**config.mk**
```make
export PLATFORM = sky130hd
export DESIGN_NAME = sfe_flash_front
export DESIGN_NICKNAME = d
export VERILOG_FILES = /design/src/common/sfe_pkg.sv /design/src/logic/sfe_fifo.sv /design/src/logic/sfe_flash_front.sv
export SDC_FILE = /design/constraint.sdc
export NUM_CORES = 1
export LEC_CHECK = 0
export ABC_AREA = 1
export BUFFER_PORTS_ARGS = -buffer_cell sky130_fd_sc_hd__buf_2
export CAP_MARGIN = 20
export CORE_MARGIN = 2
export CORE_UTILIZATION = 55
export DETAILED_ROUTE_END_ITERATION = 12
export GPL_ROUTABILITY_DRIVEN = 0
export HOLD_SLACK_MARGIN = 0.08
export PLACE_DENSITY = 0.72
export SLEW_MARGIN = 20
export SYNTH_ARGS = -nofsm -noshare
export SYNTH_HDL_FRONTEND = slang
export SYNTH_SLANG_ARGS = --single-unit
export TNS_END_PERCENT = 30
```
**constraint.sdc**
```tcl
create_clock -name i_clk -period 4.3 [get_ports i_clk]
set_clock_uncertainty 0.2 [all_clocks]
set_input_delay 0.215 -clock i_clk [delete_from_list [all_inputs] [get_ports i_clk]]
set_output_delay 0.215 -clock i_clk [all_outputs]
set_load 0.02 [all_outputs]
```
**src/common/sfe_pkg.sv**
```systemverilog
package sfe_pkg;
   // Supported read opcodes
   localparam logic [7:0] OP_READ = 8'h03;
   localparam logic [7:0] OP_FAST = 8'h0B;
   localparam logic [7:0] OP_DUAL_OUT = 8'h3B;
   localparam logic [7:0] OP_DUAL_IO = 8'hBB;
   localparam logic [7:0] OP_QUAD_OUT = 8'h6B;
   localparam logic [7:0] OP_QUAD_IO = 8'hEB;
   // Frame field sizes in bits
   localparam int OPC_BITS = 8;
   localparam int ADDR_BITS = 24;
   localparam int ARRAY_AW = 19;
   localparam int MODE_BITS = 8;
   // Dummy clock counts
   localparam logic [4:0] DUMMY_NONE = 5'h00;
   localparam logic [4:0] DUMMY_FAST = 5'h08;
   localparam logic [4:0] DUMMY_QUAD_IO = 5'h04;
   // Mode bits [5:4] that keep the next frame opcode-free
   localparam logic [1:0] CONT_MODE = 2'h2;
   // Lane width as log2 of the number of lines
   localparam logic [1:0] LW_1 = 2'h0;
   localparam logic [1:0] LW_2 = 2'h1;
   localparam logic [1:0] LW_4 = 2'h2;
   // Read data buffer
   localparam int FIFO_W = 8;
   localparam int FIFO_D = 32;

   typedef enum logic [6:0] {
      ST_IDLE = 7'h01,
      ST_OPC = 7'h02,
      ST_ADDR = 7'h04,
      ST_MODE = 7'h08,
      ST_DUMMY = 7'h10,
      ST_DATA = 7'h20,
      ST_IGNORE = 7'h40
   } sfe_state_type;
endpackage

```
**src/logic/sfe_fifo.sv**
```systemverilog
`timescale 1ns/1ps
module sfe_fifo #(
   parameter int WIDTH = sfe_pkg::FIFO_W,
   parameter int DEPTH = sfe_pkg::FIFO_D
) (
   // Clock and reset
   input wire logic i_clk,
   input wire logic i_rst_b,
   input wire logic i_flush,
   // Fill side
   input wire logic i_in_valid,
   input wire logic [WIDTH-1:0] i_in_data,
   output logic o_in_ready,
   // Drain side
   output logic o_out_valid,
   output logic [WIDTH-1:0] o_out_data,
   input wire logic i_out_ready
);
   // Pointers wrap naturally, so DEPTH must be a power of two
   localparam int AW = $clog2(DEPTH);
   localparam logic [AW:0] FULL_CNT = (AW+1)'(DEPTH);

   logic [WIDTH-1:0] mem_q [DEPTH];
   logic [AW-1:0] wp_q;
   logic [AW-1:0] rp_q;
   logic [AW:0] cnt_q;
   logic [AW:0] cnt_d;
   logic in_ready_q;
   logic out_valid_q;
   logic push;
   logic pop;

   assign push = i_in_valid & in_ready_q & ~i_flush;
   assign pop = i_out_ready & out_valid_q & ~i_flush;
   assign o_in_ready = in_ready_q;
   assign o_out_valid = out_valid_q;
   assign o_out_data = mem_q[rp_q];

   always_comb begin
      if (i_flush) begin
         cnt_d = '0;
      end else begin
         cnt_d = cnt_q + (AW+1)'(push) - (AW+1)'(pop);
      end
   end

   always_ff @(posedge i_clk) begin
      if (!i_rst_b) begin
         wp_q <= '0;
         rp_q <= '0;
         cnt_q <= '0;
         in_ready_q <= 1'b1;
         out_valid_q <= 1'b0;
      end else begin
         cnt_q <= cnt_d;
         in_ready_q <= (cnt_d != FULL_CNT);
         out_valid_q <= (cnt_d != '0);
         if (i_flush) begin
            wp_q <= '0;
            rp_q <= '0;
         end else begin
            if (push) begin
               wp_q <= wp_q + 1'b1;
            end
            if (pop) begin
               rp_q <= rp_q + 1'b1;
            end
         end
      end
   end

   always_ff @(posedge i_clk) begin
      if (push) begin
         mem_q[wp_q] <= i_in_data;
      end
   end
endmodule

```
**src/logic/sfe_flash_front.sv**
```systemverilog
`timescale 1ns/1ps
// Behaviour
// - Only modes 0 and 3; sample on clock rise, drive on clock fall.
// - Dual-output read drives two data bits per clock on SI and SO.
// - Dual I/O read: opcode on SI, address and data on two lines.
// - Quad-output read drives four data bits per clock on all four lines.
// - Quad I/O read: address in on four lines, data out on four lines.
// - All opcode, address and data bits travel most significant bit first.
// - Chip select deassertion ends the current operation.
// - An unsupported opcode starts no operation.
// - After an unsupported opcode, input is ignored until chip select toggles.
// - Chip select lost before opcode and address complete returns to idle.
// - Address bits 23 to 19 are ignored; 19 low bits select a location.
// - Fast, dual-output and quad-output reads insert 8 dummy clocks, no mode bits.
// - Dual I/O read has 4 mode clocks, no dummy, and a continuous form.
// - Quad I/O read has 2 mode clocks, 4 dummy clocks, and a continuous form.
module sfe_flash_front #(
   parameter int FIFO_DEPTH = sfe_pkg::FIFO_D
) (
   // Clock and reset
   input wire logic i_clk,
   input wire logic i_rst_b,
   // Serial link pins
   input wire logic i_cs_b,
   input wire logic i_sck,
   input wire logic [3:0] i_io,
   output logic [3:0] o_io_out,
   output logic [3:0] o_io_oe,
   // Array read side
   output logic [sfe_pkg::ARRAY_AW-1:0] o_rd_addr,
   output logic o_rd_start,
   output logic o_frame_end,
   output logic o_underrun,
   input wire logic i_rd_valid,
   input wire logic [sfe_pkg::FIFO_W-1:0] i_rd_data,
   output logic o_rd_ready
);
   sfe_pkg::sfe_state_type state_q;
   logic cs_s1_q, cs_s2_q;
   logic sck_s1_q, sck_s2_q, sck_s3_q;
   logic [3:0] io_s1_q, io_s2_q;
   logic cs_act, sck_rise, sck_fall;
   logic [4:0] cnt_q;
   logic [23:0] sh_q;
   logic [23:0] sh_d;
   logic [7:0] opc;
   logic [1:0] alw_q, dlw_q;
   logic [4:0] dum_q;
   logic has_mode_q, cont_q;
   logic rd_start_q, frame_end_q, underrun_q;
   logic [sfe_pkg::ARRAY_AW-1:0] rd_addr_q;
   logic [3:0] out_q, oe_q;
   logic [7:0] ob_q, src;
   logic [3:0] obit_q, lanes;
   logic pop, fifo_valid;
   logic [7:0] fifo_data;

   // Pins are asynchronous to i_clk; the first stage feeds only the second
   always_ff @(posedge i_clk) begin
      if (!i_rst_b) begin
         cs_s1_q <= 1'b1;
         cs_s2_q <= 1'b1;
         sck_s1_q <= 1'b0;
         sck_s2_q <= 1'b0;
         sck_s3_q <= 1'b0;
         io_s1_q <= 4'h0;
         io_s2_q <= 4'h0;
      end else begin
         cs_s1_q <= i_cs_b;
         cs_s2_q <= cs_s1_q;
         sck_s1_q <= i_sck;
         sck_s2_q <= sck_s1_q;
         sck_s3_q <= sck_s2_q;
         io_s1_q <= i_io;
         io_s2_q <= io_s1_q;
      end
   end

   assign cs_act = ~cs_s2_q;
   // Mode 3 idles high, so no edge is seen at select; both modes share one path
   assign sck_rise = cs_act & sck_s2_q & ~sck_s3_q;
   assign sck_fall = cs_act & ~sck_s2_q & sck_s3_q;

   // Higher line carries the more significant bit
   always_comb begin
      case (state_q == sfe_pkg::ST_OPC ? sfe_pkg::LW_1 : alw_q)
         sfe_pkg::LW_1: sh_d = {sh_q[22:0], io_s2_q[0]};
         sfe_pkg::LW_2: sh_d = {sh_q[21:0], io_s2_q[1:0]};
         default: sh_d = {sh_q[19:0], io_s2_q};
      endcase
   end
   assign opc = sh_d[7:0];

   always_ff @(posedge i_clk) begin
      if (!i_rst_b) begin
         state_q <= sfe_pkg::ST_IDLE;
         cnt_q <= 5'h00;
         sh_q <= 24'h000000;
         alw_q <= sfe_pkg::LW_1;
         dlw_q <= sfe_pkg::LW_1;
         dum_q <= sfe_pkg::DUMMY_NONE;
         has_mode_q <= 1'b0;
         cont_q <= 1'b0;
         rd_start_q <= 1'b0;
         rd_addr_q <= '0;
         frame_end_q <= 1'b0;
      end else begin
         rd_start_q <= 1'b0;
         frame_end_q <= 1'b0;
         if (!cs_act) begin
            frame_end_q <= (state_q != sfe_pkg::ST_IDLE);
            state_q <= sfe_pkg::ST_IDLE;
            cnt_q <= 5'h00;
         end else begin
            case (state_q)
               sfe_pkg::ST_IDLE: begin
                  // Continuous read skips the opcode and reuses the last command
                  state_q <= cont_q ? sfe_pkg::ST_ADDR : sfe_pkg::ST_OPC;
               end
               sfe_pkg::ST_OPC: if (sck_rise) begin
                  sh_q <= sh_d;
                  cnt_q <= cnt_q + 5'h01;
                  if (cnt_q == 5'(sfe_pkg::OPC_BITS - 1)) begin
                     cnt_q <= 5'h00;
                     state_q <= sfe_pkg::ST_ADDR;
                     has_mode_q <= 1'b0;
                     alw_q <= sfe_pkg::LW_1;
                     dum_q <= sfe_pkg::DUMMY_FAST;
                     case (opc)
                        sfe_pkg::OP_READ: begin
                           dlw_q <= sfe_pkg::LW_1;
                           dum_q <= sfe_pkg::DUMMY_NONE;
                        end
                        sfe_pkg::OP_FAST: dlw_q <= sfe_pkg::LW_1;
                        sfe_pkg::OP_DUAL_OUT: dlw_q <= sfe_pkg::LW_2;
                        sfe_pkg::OP_QUAD_OUT: dlw_q <= sfe_pkg::LW_4;
                        sfe_pkg::OP_DUAL_IO: begin
                           alw_q <= sfe_pkg::LW_2;
                           dlw_q <= sfe_pkg::LW_2;
                           has_mode_q <= 1'b1;
                           dum_q <= sfe_pkg::DUMMY_NONE;
                        end
                        sfe_pkg::OP_QUAD_IO: begin
                           alw_q <= sfe_pkg::LW_4;
                           dlw_q <= sfe_pkg::LW_4;
                           has_mode_q <= 1'b1;
                           dum_q <= sfe_pkg::DUMMY_QUAD_IO;
                        end
                        default: state_q <= sfe_pkg::ST_IGNORE;
                     endcase
                  end
               end
               sfe_pkg::ST_ADDR: if (sck_rise) begin
                  sh_q <= sh_d;
                  cnt_q <= cnt_q + 5'h01;
                  if (cnt_q == 5'((sfe_pkg::ADDR_BITS >> alw_q) - 1)) begin
                     cnt_q <= 5'h00;
                     rd_addr_q <= sh_d[sfe_pkg::ARRAY_AW-1:0];
                     rd_start_q <= 1'b1;
                     if (has_mode_q) begin
                        state_q <= sfe_pkg::ST_MODE;
                     end else if (dum_q != sfe_pkg::DUMMY_NONE) begin
                        state_q <= sfe_pkg::ST_DUMMY;
                     end else begin
                        state_q <= sfe_pkg::ST_DATA;
                     end
                  end
               end
               sfe_pkg::ST_MODE: if (sck_rise) begin
                  sh_q <= sh_d;
                  cnt_q <= cnt_q + 5'h01;
                  if (cnt_q == 5'((sfe_pkg::MODE_BITS >> alw_q) - 1)) begin
                     cnt_q <= 5'h00;
                     cont_q <= (sh_d[5:4] == sfe_pkg::CONT_MODE);
                     state_q <= (dum_q != sfe_pkg::DUMMY_NONE) ? sfe_pkg::ST_DUMMY : sfe_pkg::ST_DATA;
                  end
               end
               sfe_pkg::ST_DUMMY: if (sck_rise) begin
                  cnt_q <= cnt_q + 5'h01;
                  if (cnt_q == dum_q - 5'h01) begin
                     cnt_q <= 5'h00;
                     state_q <= sfe_pkg::ST_DATA;
                  end
               end
               // Data and ignore both hold until select is released
               sfe_pkg::ST_DATA: state_q <= sfe_pkg::ST_DATA;
               sfe_pkg::ST_IGNORE: state_q <= sfe_pkg::ST_IGNORE;
               default: state_q <= sfe_pkg::ST_IDLE;
            endcase
         end
      end
   end

   assign lanes = 4'(1 << dlw_q);
   assign pop = (state_q == sfe_pkg::ST_DATA) && sck_fall && (obit_q == 4'h0);
   // An empty buffer cannot stall the host's clock, so zeros go out instead
   assign src = (obit_q != 4'h0) ? ob_q : (fifo_valid ? fifo_data : 8'h00);

   always_ff @(posedge i_clk) begin
      if (!i_rst_b) begin
         out_q <= 4'h0;
         oe_q <= 4'h0;
         ob_q <= 8'h00;
         obit_q <= 4'h0;
         underrun_q <= 1'b0;
      end else begin
         underrun_q <= pop & ~fifo_valid;
         if (state_q != sfe_pkg::ST_DATA || !cs_act) begin
            oe_q <= 4'h0;
            obit_q <= 4'h0;
         end else if (sck_fall) begin
            ob_q <= 8'(src << lanes);
            obit_q <= ((obit_q == 4'h0) ? 4'h8 : obit_q) - lanes;
            case (dlw_q)
               sfe_pkg::LW_1: begin
                  out_q <= {2'b00, src[7], 1'b0};
                  oe_q <= 4'h2;
               end
               sfe_pkg::LW_2: begin
                  out_q <= {2'b00, src[7:6]};
                  oe_q <= 4'h3;
               end
               default: begin
                  out_q <= src[7:4];
                  oe_q <= 4'hF;
               end
            endcase
         end
      end
   end

   // Select released flushes stale bytes so they never reach the next frame
   sfe_fifo #(
      .WIDTH(sfe_pkg::FIFO_W),
      .DEPTH(FIFO_DEPTH)
   ) u_fifo (
      .i_clk(i_clk),
      .i_rst_b(i_rst_b),
      .i_flush(~cs_act),
      .i_in_valid(i_rd_valid),
      .i_in_data(i_rd_data),
      .o_in_ready(o_rd_ready),
      .o_out_valid(fifo_valid),
      .o_out_data(fifo_data),
      .i_out_ready(pop)
   );

   assign o_io_out = out_q;
   assign o_io_oe = oe_q;
   assign o_rd_addr = rd_addr_q;
   assign o_rd_start = rd_start_q;
   assign o_frame_end = frame_end_q;
   assign o_underrun = underrun_q;
endmodule

```
Yosys cells after proc, flatten, opt, wreduce, memory -nomap -nowiden --
Memories as Yosys holds them, arrays and structs flattened. A register that Yosys moved wholly into a read port is not among the register bits. Cells that the tools add are included.
Storage, ports and cells: register bits after elaboration 114, memory bits (writable) 256, bits of input ports 17, output and inout bits 31, word-level logic and storage cells 159, memories 1
Memory list:
- u_fifo.mem_q | words 32, width 8, read ports 1, clocked after memory_dff 1, write ports 1, line sfe_fifo.sv:23 | logic [WIDTH-1:0] mem_q [DEPTH];
Cells by class: add/subtract/negate cells 9, equal/unequal tests 31, shift operators 4, multiplexer cells 39, bitwise logic cells 17, reduce and logical (&&, ||, !) cells 30
Operators with widths (count):
- $mux 7 | 9
- $mux 5 | 10
- $pmux 7 s7 | 1
- $pmux 19 s2 | 1
- $pmux 4 s2 | 3
- $pmux 5 s4 | 1
- $mux 6 | 3
- $eq 8x8->1 const B | 2
- $mux 8 | 2
- $add 5x1->5 const B | 3
- $eq 5x5->1 | 3
- $ne 2x2->1 const B | 7
- $reduce_or 2->1 | 7
- $reduce_and 4->1 | 3
- $reduce_and 5->1 | 2
- $sub 5x2->5 const B | 2
- $and 1x1->1 | 9
- $eq 8x2->1 const B | 1
- $eq 8x4->1 const B | 1
- $eq 8x6->1 const B | 1
- $eq 8x7->1 const B | 1
- $not 1->1 | 8
- $reduce_and 8->1 | 1
- $reduce_bool 4->1 | 2
- other kinds (40) | 47

Depth between registers and ports, before layout --
Gate-level depths: netlist (run 1).
word-level depth 10, mapped depth 25, depth with buffers taken out 25

By module --
A second synthesis (run 1) with hierarchy kept.
Second synthesis, totals: cells, all modules 1651, area, all modules 16110.5 sq um
By module, submodules not included:
- sfe_fifo | instances 1, cells each 1054, area each 11700.0 sq um, seq. area each 8147.8 sq um
- sfe_flash_front | instances 1, cells each 597, area each 4410.5 sq um, seq. area each 1821.7 sq um

Worst setup path before layout (run 1) --
OpenSTA, ideal clock, no wires.
kind register to register, from reg state_q[3], to reg u_fifo.out_valid_q, in the netlist u_fifo.o_out_valid, setup time 0.140 ns, arrival time 2.875 ns, data required time 3.960 ns, setup slack 1.084 ns, stages on the path, launching flop included 22, path buffers 0, period minus slack after synthesis 3.216 ns, cells stage by stage dfxtp_1 inv_1 nand2_1 inv_1 nand2_1 nor4_1 inv_1 nor2_4 inv_1 nor2_1 ha_1 inv_1 ha_1 fa_1 nand2_1 nand2_1 a21oi_1 inv_1 nor2_1 nor3_1 nor3_1 o21ai_0
On the way: word-level cells in the longest chain between the ends 8
RTL lines:
- start: declaration | line sfe_flash_front.sv:38 | sfe_pkg::sfe_state_type state_q;
- start signal: assignment | line sfe_flash_front.sv:96 | state_q <= sfe_pkg::ST_IDLE;
- start signal: assignment | line sfe_flash_front.sv:112 | state_q <= sfe_pkg::ST_IDLE;
- start signal: assignment | line sfe_flash_front.sv:118 | state_q <= cont_q ? sfe_pkg::ST_ADDR : sfe_pkg::ST_OPC;
- $eq 7x6->1 | line sfe_flash_front.sv:195 | assign pop = (state_q == sfe_pkg::ST_DATA) && sck_fall && (obit_q == 4'h0);
- $logic_and 1x1->1 (2 in a row) | line sfe_flash_front.sv:195
- $and 1x1->1 (2 in a row) | line sfe_fifo.sv:34 | assign pop = i_out_ready & out_valid_q & ~i_flush;
- $sub 6x1->6 | line sfe_fifo.sv:43 | cnt_d = cnt_q + (AW+1)'(push) - (AW+1)'(pop);
- $mux 6 | line sfe_fifo.sv:40 | if (i_flush) begin
- $reduce_bool 6->1 | line sfe_fifo.sv:57 | out_valid_q <= (cnt_d != '0);
- end signal: assignment | line sfe_fifo.sv:57
- end: declaration | line sfe_fifo.sv:29 | logic out_valid_q;
Every way passes these cells. A chain may end at the register's enable or synchronous reset.

Final worst setup path (run 1) --
Ends and elaborated chain as after synthesis.

==> impl_metrics.env, run 1 <==
export IMPL_antenna_found_initial=0
export IMPL_wl_per_cell_um=17.7
export IMPL_ctsHoldBuffers=22
export IMPL_start_kind="register"
export IMPL_grt_use_met3_pct=3.08
export IMPL_grt_pass1_wl_um=58000
export IMPL_cts_made_buffers=38
export IMPL_drive_gt1_share_pct=8.42
export IMPL_pwr_share_seq_pct=55.0
export IMPL_drc_errors=0
export IMPL_rows=61
export IMPL_overflow=0
export IMPL_place_hpwl_um=22000
export IMPL_htree_levels=2
export IMPL_rsz0062_at_grt="no"
export IMPL_pwr_share_clk_pct=43.6
export IMPL_async_flop_share_pct=0
export IMPL_hp_start="io_s1_q[2]"
export IMPL_setup_worst_path_end_class="register"
export IMPL_core_sq_um=28000
export IMPL_p_per_area_nw_per_um2=395
export IMPL_viasPerCell=5.67
export IMPL_cp_cell_sequence="inv_1 > nand2_1 > inv_1 > nand2_1 > nor4_1 > inv_1 > nor2_4 > inv_1 > nor2_1 > ha_1 > inv_1 > ha_1 > fa_1 > nand2_1 > nand2_1 > a21oi_1 > inv_1 > nor2_1 > nor3_1 > nor3_1 > o21ai_0"
export IMPL_outcome="finished clean"
export IMPL_max_freq_mhz=271
export IMPL_post_route_period_util_pct=85.8
export IMPL_grtUsageMet1_pct=32.8
export IMPL_tightest_slew_ns=0.944
export IMPL_dr_total_vias=11600
export IMPL_grt_pass1_vias=11000
export IMPL_final_nets=1669
export IMPL_post_route_min_period_ns=3.69
export IMPL_use_met2_pct=40.8
export IMPL_r2r_cells=21
export IMPL_synth_warnings=0
export IMPL_swShare_pct=19.9
export IMPL_grt_busiest_layer="met2"
export IMPL_layout_commonest_cell="nand2_1"
export IMPL_ir_drop_mv=0.252
export IMPL_drtPass1Iterations=5
export IMPL_regArea_sq_um=9970
export IMPL_relSlewSlack_pct=36.8
export IMPL_yosys_most_used_dff="edfxtp_1"
export IMPL_worstSetupPathType="register to register"
export IMPL_ant_nets=0
export IMPL_critPathRequiredTime_ns=4.49
export IMPL_holdCritPathClass="register to register"
export IMPL_grt_max_degree=131
export IMPL_max_cap_viol_count=0
export IMPL_clk_root_buffer_cell="clkbuf_16"
export IMPL_finalHoldViolCount=0
export IMPL_min_path_cells=2
export IMPL_hold_path_end="io_s2_q[2]"
export IMPL_routed_wirelength_um=36200
export IMPL_cts_tree="built"
export IMPL_syn_inst=1591
export IMPL_worst_slack_ns=0.612
export IMPL_grt_usage_pct=24.1
export IMPL_power_switching_mw=1.38
export IMPL_synth_ff_latch_count=370
export IMPL_portBuffers=47
export IMPL_cts_max_path_buffers=3
export IMPL_dieWidth_um=173
export IMPL_cts_setup_buffers=0
export IMPL_clock_sinks=370
export IMPL_final_setup_tns_ns=0
export IMPL_worstSkewPairLatency_ns=0.53
export IMPL_netlist_area_leader_share_pct=48.8
export IMPL_synth_cell_types=44
export IMPL_r2r_start="state_q[3]"
export IMPL_start_util_pct=56.2
export IMPL_die_area_sq_um=30000
export IMPL_dp_slack_ns=0.651
export IMPL_die_height_um=173
export IMPL_setup_viol=0
export IMPL_slew_violations=0
export IMPL_cpMaxStageDelayCell="fa_1"
export IMPL_synth_area_per_cell_sq_um=9.90
export IMPL_syn_to_final_growth_pct=11.5
export IMPL_most_common_layout_cells="315 x nand2_1, 256 x edfxtp_1, 204 x nor2_1"
export IMPL_crit_top_cell="inv_1"
export IMPL_max_stage_delay_ns=0.42
export IMPL_synth_area_leaders="edfxtp_1 49%, dfxtp_1 14%, nand2_1 7.5%, nor2_1 4.9%, nand3_1 4.8%"
export IMPL_ys_seq_area_share_pct=63.3
export IMPL_insertedDiodeCount=0
export IMPL_critPathLaunch="state_q[3]"
export IMPL_synth_edf_count=256
export IMPL_ios=48
export IMPL_cts_resized=0
export IMPL_clk_pin_slew_ns=0.06
export IMPL_multi_input_area_sq_um=4970
export IMPL_cp_max_fo=9
export IMPL_combPwrFrac_pct=1.5
export IMPL_drt_initial_drc_count=1186
export IMPL_yosysTopAreaCell="edfxtp_1"
export IMPL_cp_arrival_ns=3.87
export IMPL_rr_endpoint="u_fifo.o_out_valid"
export IMPL_p_leak_nw=6.44
export IMPL_intPower_mw=5.55
export IMPL_syn_area_sq_um=15700
export IMPL_n_fill_cell=2267
export IMPL_reg2reg_slack_ns=0.61
export IMPL_synthesis_nets=1626
-- worst max-delay path by stage --
stage / depth (start not counted) / slack (ns) / to
after floorplan: 21 / 1.08 / u_fifo.o_out_valid
after global placement: 19 / 0.77 / u_fifo.o_out_valid
after detailed placement: 19 / 0.65 / u_fifo.o_out_valid
after CTS: 19 / 0.64 / u_fifo.o_out_valid
after global routing: 19 / 0.18 / u_fifo.o_out_valid
final: 21 / 0.61 / u_fifo.o_out_valid
-- power by group through the flow --
stage / Combinational, mW / Clock, mW / Sequential (mW)
floorplan: 0.0279 / 0 / 3.89
global placement: 0.0849 / 0 / 3.89
CTS: 0.102 / 3.06 / 3.81
detailed placement: 0.0873 / 0 / 3.89
global route: 0.112 / 3.20 / 3.81
finish: 0.102 / 3.02 / 3.81
-- cell usage after synthesis (5+ instances only) --
cell      number
nand2_1      315
edfxtp_1     256
nor2_1       204
nand3_1      150
o21ai_0      127
dfxtp_1      114
inv_1        111
a21oi_1       74
clkbuf_1      48
o22ai_1       41
buf_2         17
ha_1          16
nor3_1        12
a211oi_2      11
xor2_1        11
a211oi_1       9
buf_6          6
nand4_1        6
nor2_2         6
nand2_2        5
nor4_1         5
-- critical path: cells and delay by family, from the launching register on --
family	cells	cell delay, ns
buffers and inverters	6	0.51
flip-flops	1	0.32
adder cells (fa/ha/maj)	3	0.81
AO/OA/AOI/OAI	2	0.27
AND/OR/NAND/NOR	10	1.45
-- flip-flops by register name, summed over array words and instances (netlist names), 2 cells and up, named ones only --
signal and flops:
u_fifo.mem_q 256, o_rd_addr 19, sh_q 18, ob_q 8, state_q 7, u_fifo.cnt_q 6, cnt_q 5, u_fifo.rp_q 5
u_fifo.wp_q 5, io_s1_q 4, io_s2_q 4, o_io_out 4, obit_q 4, o_io_oe 3, dlw_q 2, dum_q 2
-- stage by stage --
stage | util, % | hold WS, ns | power (mW) | instances | area (sq um)
global placement | 57.8 | 0.193 | 3.97 | 1950 | 16200
floorplan | - | 0.113 | 3.92 | 1591 | 15700
finish | 62.7 | 0.212 | 6.93 | 2041 | 17600
CTS | 62.7 | 0.214 | 6.97 | 2041 | 17600
detailed placement | 57.8 | 0.199 | 3.98 | 1950 | 16200
global route | 62.7 | 0.229 | 7.12 | 2041 | 17600
-- kinds of logic (layout without fill, tap and decap cells) --
family | Yosys count | in the layout | share of synthesized area (%)
AOI/OAI and AO/OA | 280 | 280 | 10.2
xor gates and xnor gates | 12 | 12 | 0.668
adders and majority gates | 18 | 18 | 1.53
buffers and inverters | 194 | 266 | 5.09
DFF | 370 | 370 | 63.3
and+or+nand+nor | 717 | 717 | 19.2
-- final cells by class --
cell class                      count  area share [%]
Multi-Input combinational cell   1027            28.3
Clock buffer                       58            6.07
Timing Repair Buffer               80            3.21
Sequential cell                   370            56.8
Clock inverter                     11           0.392
Tap cell                          378            2.69
Inverter                          117            2.51
-- routing by layer --
| layer | vias up | wire length (um) |
|---|---|---|
| met1 | 5553 | 15400 |
| li1 | 5560 | - |
| met3 | 55 | 2320 |
| met4 | 0 | 726 |
| met5 | - | 0 |
| met2 | 395 | 17700 |
Note: power is estimated with default switching activity, not from simulation.
==> run 2, diff against run 1 <==
--- a/config.mk
+++ b/config.mk
@@ -9,11 +9,11 @@
 export BUFFER_PORTS_ARGS = -buffer_cell sky130_fd_sc_hd__buf_2
 export CAP_MARGIN = 20
 export CORE_MARGIN = 2
-export CORE_UTILIZATION = 55
+export CORE_UTILIZATION = 30
 export DETAILED_ROUTE_END_ITERATION = 12
 export GPL_ROUTABILITY_DRIVEN = 0
 export HOLD_SLACK_MARGIN = 0.08
-export PLACE_DENSITY = 0.72
+export REMOVE_ABC_BUFFERS = 1
 export SLEW_MARGIN = 20
 export SYNTH_ARGS = -nofsm -noshare
 export SYNTH_HDL_FRONTEND = slang
==> run 2 against run 1 <==
Compared with the run above: design area grew 3.0%; worst hold slack lost 0.026 ns; final cell count grew 15%; wire length grew 6.4%; utilization shrank 28 points; power grew 5.0%; sequential share of layout area shrank 1.7 points; sequential cell count is the same; first-iteration DRC count shrank 23%; critical path type unchanged.
==> impl_metrics.env, run 2 (synthesized netlist as in run 1, its figures left out) <==
export IMPL_post_route_period_util_pct=87.9
export IMPL_drt_initial_drc_count=914
export IMPL_combPwrFrac_pct=1.4
export IMPL_rows=83
export IMPL_clock_sinks=370
export IMPL_pwr_share_clk_pct=46.2
export IMPL_swShare_pct=20.8
export IMPL_clk_root_buffer_cell="clkbuf_16"
export IMPL_overflow=0
export IMPL_path_delay_family="simple AND/OR/NAND/NOR gates"
export IMPL_most_common_layout_cells="315 x nand2_1, 256 x edfxtp_1, 204 x nor2_1"
export IMPL_syn_to_final_growth_pct=14.9
export IMPL_intPower_mw=5.77
export IMPL_layoutNonFillerInstCount=2349
export IMPL_relSlewSlack_pct=38.6
export IMPL_cts_made_buffers=41
export IMPL_cp_max_fo=12
export IMPL_p_leak_nw=6.52
export IMPL_die_area_sq_um=54300
export IMPL_largest_reg_flops=256
export IMPL_routed_wirelength_um=38500
export IMPL_grt_max_degree=131
export IMPL_clk_pin_slew_ns=0.06
export IMPL_start_kind="register"
export IMPL_drive_gt1_share_pct=9.05
export IMPL_slew_violations=0
export IMPL_ant_nets=0
export IMPL_grt_pass1_wl_um=60400
export IMPL_pwr_share_seq_pct=52.4
export IMPL_setup_viol=0
export IMPL_whs_ns=0.187
export IMPL_dieWidth_um=233
export IMPL_ios=48
export IMPL_finalHoldViolCount=0
export IMPL_outcome="finished clean"
export IMPL_tightest_slew_ns=0.918
export IMPL_rsz0062_at_grt="no"
export IMPL_cts_max_path_buffers=3
export IMPL_top_register="u_fifo.mem_q"
export IMPL_grt_usage_pct=14.1
export IMPL_power_total_mw=7.28
export IMPL_worstSetupPathType="register to register"
export IMPL_cts_tree="built"
export IMPL_place_hpwl_um=23500
export IMPL_drc_errors=0
export IMPL_layout_commonest_cell="nand2_1"
export IMPL_insertedDiodeCount=0
export IMPL_start_util_pct=30.5
export IMPL_drtPass1Iterations=6
export IMPL_max_freq_mhz=265
export IMPL_cp_arrival_ns=4.00
export IMPL_dr_total_vias=11500
export IMPL_die_height_um=233
export IMPL_ir_drop_mv=0.261
export IMPL_final_nets=1673
export IMPL_wl_per_cell_um=16.4
export IMPL_post_route_min_period_ns=3.78
export IMPL_core_sq_um=51600
export IMPL_crit_buf_inv=6
export IMPL_max_stage_delay_ns=0.43
export IMPL_power_switching_mw=1.51
export IMPL_place_inst=2254
export IMPL_p_per_area_nw_per_um2=403
export IMPL_worstSkewPairLatency_ns=0.58
export IMPL_portBuffers=47
export IMPL_cp_cell_sequence="inv_1 > nand2_1 > inv_1 > nand2_1 > nor4_2 > inv_1 > nor2_4 > inv_1 > nor2_1 > ha_1 > inv_1 > ha_1 > fa_1 > nand2_1 > nand2_1 > a21oi_1 > inv_1 > nor2_1 > nor3_1 > nor3_1 > o21ai_0"
export IMPL_setup_worst_path_end_class="register"
export IMPL_grt_pass1_vias=10900
export IMPL_antenna_found_initial=0
export IMPL_viasPerCell=4.89
export IMPL_holdCritPathClass="primary input to register"
export IMPL_cpMaxStageDelayCell="fa_1"
export IMPL_critPathRequiredTime_ns=4.51
export IMPL_max_cap_viol_count=0
export IMPL_crit_top_cell="inv_1"
export IMPL_htree_levels=2
-- run 2: cell count changes in the layout (fill, tap and decap cells not counted), sizes merged --
cell / change
buf: +2
bufinv: +1
clkbuf: +3
dlygate4sd3: -1
inv: +1
-- run 2: per-layer routing --
layer | share of wire, % | track usage, % | vias to the layer above
met1 | 46 | 19.7 | 5518
met3 | 6.6 | 2.83 | 49
met5 | 0 | 0 | -
li1 | - | - | 5573
met4 | 1.9 | 3.98 | 0
met2 | 45 | 22.1 | 340
-- run 2: timing repair --
action | 4_1_cts | 5_1_grt
hold buffers | 21 | 0
gates resized for setup | 0 | 1
setup buffers | 0 | 0
endpoints found under the setup margin | 0 | 2
hold endpoints to repair | 300 | 0
-- run 2: worst paths after layout --
check	cells after the start	slack (ns)	start	end
min	3	0.19	i_cs_b	cs_s1_q
min reg2reg	2	0.22	io_s1_q[2]	io_s2_q[2]
max reg2reg	21	0.52	state_q[3]	u_fifo.o_out_valid
max	21	0.52	state_q[3]	u_fifo.o_out_valid
-- run 2: per-stage QoR --
| step | setup WS, ns | utilization [%] | setup TNS [ns] | cell area, sq um |
|---|---|---|---|---|
| detailed placement | 0.462 | 32.2 | 0 | 16600 |
| floorplan | -0.762 | - | -7.35 | 15400 |
| global route | 0.0310 | 35.0 | 0 | 18100 |
| CTS | 0.409 | 35.0 | 0 | 18100 |
| finish | 0.519 | 35.0 | 0 | 18100 |
| global placement | 0.621 | 32.2 | 0 | 16600 |
-- run 2: final cells by class --
class	count	area, sq um
Clock inverter	13	121
Sequential cell	370	9970
Timing Repair Buffer	81	568
Inverter	117	440
Clock buffer	61	1160
Tap cell	680	851
Multi-Input combinational cell	1027	4980
Fill cell	5119	33500
-- run 2: tightest hold or removal path, cell delays in order --
cell and delay (ns):
dlygate4sd3_1 0.52, buf_2 0.09, or2_2 0.08
-- run 2: power by group through the flow --
stage | Clock [mW] | Sequential (mW) | Combinational (mW)
final | 3.37 | 3.81 | 0.104
after detailed placement | 0 | 3.89 | 0.0904
after CTS | 3.44 | 3.81 | 0.105
after global routing | 3.57 | 3.81 | 0.115
after global placement | 0 | 3.89 | 0.0873
after floorplan | 0 | 3.89 | 0.0222
==> run 3, diff against run 2 <==
--- a/config.mk
+++ b/config.mk
@@ -9,7 +9,7 @@
 export BUFFER_PORTS_ARGS = -buffer_cell sky130_fd_sc_hd__buf_2
 export CAP_MARGIN = 20
 export CORE_MARGIN = 2
-export CORE_UTILIZATION = 30
+export CORE_UTILIZATION = 42
 export DETAILED_ROUTE_END_ITERATION = 12
 export GPL_ROUTABILITY_DRIVEN = 0
 export HOLD_SLACK_MARGIN = 0.08
==> run 3 against run 2 <==
Compared with the run above: critical path depth decreased by 2; clock power shrank 3%; global-route usage rose by 5.7 points; register-to-register slack gained 0.14 ns; first-iteration DRC count up 3.1%; via count decreased by 1.0%; largest cell class unchanged; highest routed layer unchanged.
==> impl_metrics.env, run 3 (synthesized netlist as in run 1, its figures left out) <==
export IMPL_outcome="finished clean"
export IMPL_htree_levels=2
export IMPL_ir_drop_mv=0.290
export IMPL_drc_errors=0
export IMPL_die_area_sq_um=39000
export IMPL_crit_buf_inv=4
export IMPL_grt_max_degree=131
export IMPL_n_fill_cell=3367
export IMPL_cts_made_buffers=39
export IMPL_portBuffers=47
export IMPL_max_freq_mhz=275
export IMPL_post_route_min_period_ns=3.64
export IMPL_setup_viol=0
export IMPL_setup_worst_path_end_class="register"
export IMPL_worstSkewPairLatency_ns=0.54
export IMPL_slew_violations=0
export IMPL_relSlewSlack_pct=39.1
export IMPL_cp_cell_sequence="nor2_1 > nand2_1 > nor4_1 > inv_1 > nor2_4 > inv_1 > nor2_1 > ha_1 > inv_1 > ha_1 > fa_1 > nand2_1 > nand2_1 > a21oi_1 > inv_1 > nor2_1 > nor3_1 > nor3_1 > o21ai_0"
export IMPL_top_register="u_fifo.mem_q"
export IMPL_die_height_um=198
export IMPL_cts_setup_buffers=0
export IMPL_r2r_start="state_q[0]"
export IMPL_holdCritPathClass="primary input to register"
export IMPL_grt_usage_pct=19.8
export IMPL_core_sq_um=36800
export IMPL_r2r_cells=19
export IMPL_antenna_found_initial=0
export IMPL_dieWidth_um=198
export IMPL_ant_nets=0
export IMPL_insertedDiodeCount=0
export IMPL_cp_depth=19
export IMPL_max_cap_viol_count=0
export IMPL_cp_arrival_ns=3.83
export IMPL_tightest_slew_ns=0.908
export IMPL_max_stage_delay_ns=0.41
export IMPL_ios=48
export IMPL_met2_length_um=17200
export IMPL_rows=70
export IMPL_crit_top_cell="inv_1"
export IMPL_overflow=0
export IMPL_drt_initial_drc_count=942
export IMPL_cts_max_path_buffers=3
export IMPL_rr_endpoint="u_fifo.o_out_valid"
export IMPL_final_setup_tns_ns=0
export IMPL_reg2reg_slack_ns=0.66
export IMPL_wl_met1_um=17400
export IMPL_most_common_layout_cells="315 x nand2_1, 256 x edfxtp_1, 204 x nor2_1"
export IMPL_wl_per_cell_um=17.8
export IMPL_rsz0062_at_grt="no"
export IMPL_critPathRequiredTime_ns=4.49
export IMPL_final_nets=1673
export IMPL_grt_pass1_wl_um=60100
export IMPL_dr_total_vias=11400
export IMPL_endpoint="u_fifo.o_out_valid"
export IMPL_layout_commonest_cell="nand2_1"
export IMPL_cts_tree="built"
export IMPL_clk_pin_slew_ns=0.06
export IMPL_clock_sinks=370
export IMPL_cp_max_fo=9
export IMPL_start_util_pct=42.8
export IMPL_grt_pass1_vias=10900
export IMPL_cpMaxStageDelayCell="fa_1"
export IMPL_syn_to_final_growth_pct=13.1
export IMPL_path_delay_family="simple AND/OR/NAND/NOR gates"
export IMPL_worstSetupPathType="register to register"
export IMPL_critPathLaunch="state_q[0]"
export IMPL_p_per_area_nw_per_um2=404
export IMPL_place_hpwl_um=22900
export IMPL_clk_root_buffer_cell="clkbuf_16"
export IMPL_cts_resized=0
export IMPL_top_layer="met4"
export IMPL_drtPass1Iterations=5
export IMPL_routed_wirelength_um=37900
export IMPL_drive_gt1_share_pct=9.42
export IMPL_viasPerCell=5.32
export IMPL_route_met3_wl_um=2320
export IMPL_p_leak_nw=6.51
export IMPL_post_route_period_util_pct=84.7
export IMPL_start_kind="register"
export IMPL_largest_reg_flops=256
export IMPL_finalHoldViolCount=0
export IMPL_placed_area_sq_um=16300
export IMPL_postLayoutCellArea_sq_um=17800
[run 3: cell count changes in the layout (fill, tap and decap cells not counted), sizes merged]
cell	previous run	this run
buf	60	63
clkbuf	61	53
bufinv	1	2
dlygate4sd3	21	20
inv	115	113
clkinvlp	1	5
clkinv	13	14
[run 3: final cells by class]
class	instances	area (sq um)	area share, %
sequential	370	9970	56.0
clock inverter	17	139	0.780
inverter	117	440	2.47
timing repair buffer	83	588	3.30
multi-input combinational	1027	4970	27.9
clock buffer	53	1100	6.19
tap	468	586	3.29
[run 3: worst min path at each step]
stage | start | end | slack, ns | cells past startpoint
3_5_place_dp | io_s1_q[3] | io_s2_q[3] | 0.20 | 2
6_report | i_rd_data[4] | u_fifo.mem_q[23][4] | 0.09 | 1
2_1_floorplan | i_rst_b | io_s1_q[0] | 0.11 | 2
4_1_cts | i_rd_data[4] | u_fifo.mem_q[23][4] | 0.08 | 1
5_1_grt | i_rd_data[4] | u_fifo.mem_q[23][4] | 0.10 | 1
3_3_place_gp | i_io[3] | io_s1_q[3] | 0.19 | 3
[run 3: report_power, final]
group,switching [mW],internal [mW]
sequential,0.00389,3.81
combinational,0.0753,0.0265
clock,1.36,1.91
total,1.44,5.75
[run 3: per-layer routing]
layer  up-vias  track usage (%)
met5         -                0
met4         0             6.24
met3        71             2.94
met2       321             31.3
met1      5413             28.2
li1       5560                -
[run 3: worst register-to-register path, cell delays in order (launching register included)]
cell,delay [ns]
dfxtp_1,0.31
nor2_1,0.18
nand2_1,0.13
nor4_1,0.28
inv_1,0.16
nor2_4,0.24
inv_1,0.10
nor2_1,0.18
ha_1,0.16
inv_1,0.04
ha_1,0.22
fa_1,0.41
nand2_1,0.09
nand2_1,0.06
a21oi_1,0.18
inv_1,0.06
nor2_1,0.12
nor3_1,0.06
nor3_1,0.24
o21ai_0,0.10
[run 3: through the flow]
step           setup slack [ns]  std cells  total power [mW]  utilization, %  hold slack, ns
6_report                  0.660       2135              7.19            48.4          0.0925
5_1_grt                   0.280       2135              7.40            48.4           0.104
4_1_cts                   0.652       2134              7.25            48.4          0.0809
3_5_place_dp              0.678       2044              3.98            44.4           0.200
3_3_place_gp              0.769       2044              3.98            44.4           0.194
2_1_floorplan            -0.762       1514              3.91               -           0.108
[run 3: what timing repair did]
item                                   in CTS  in global routing
endpoints found under the hold margin     234                  0
hold buffers                               20                  0
setup endpoints to repair                   0                  0
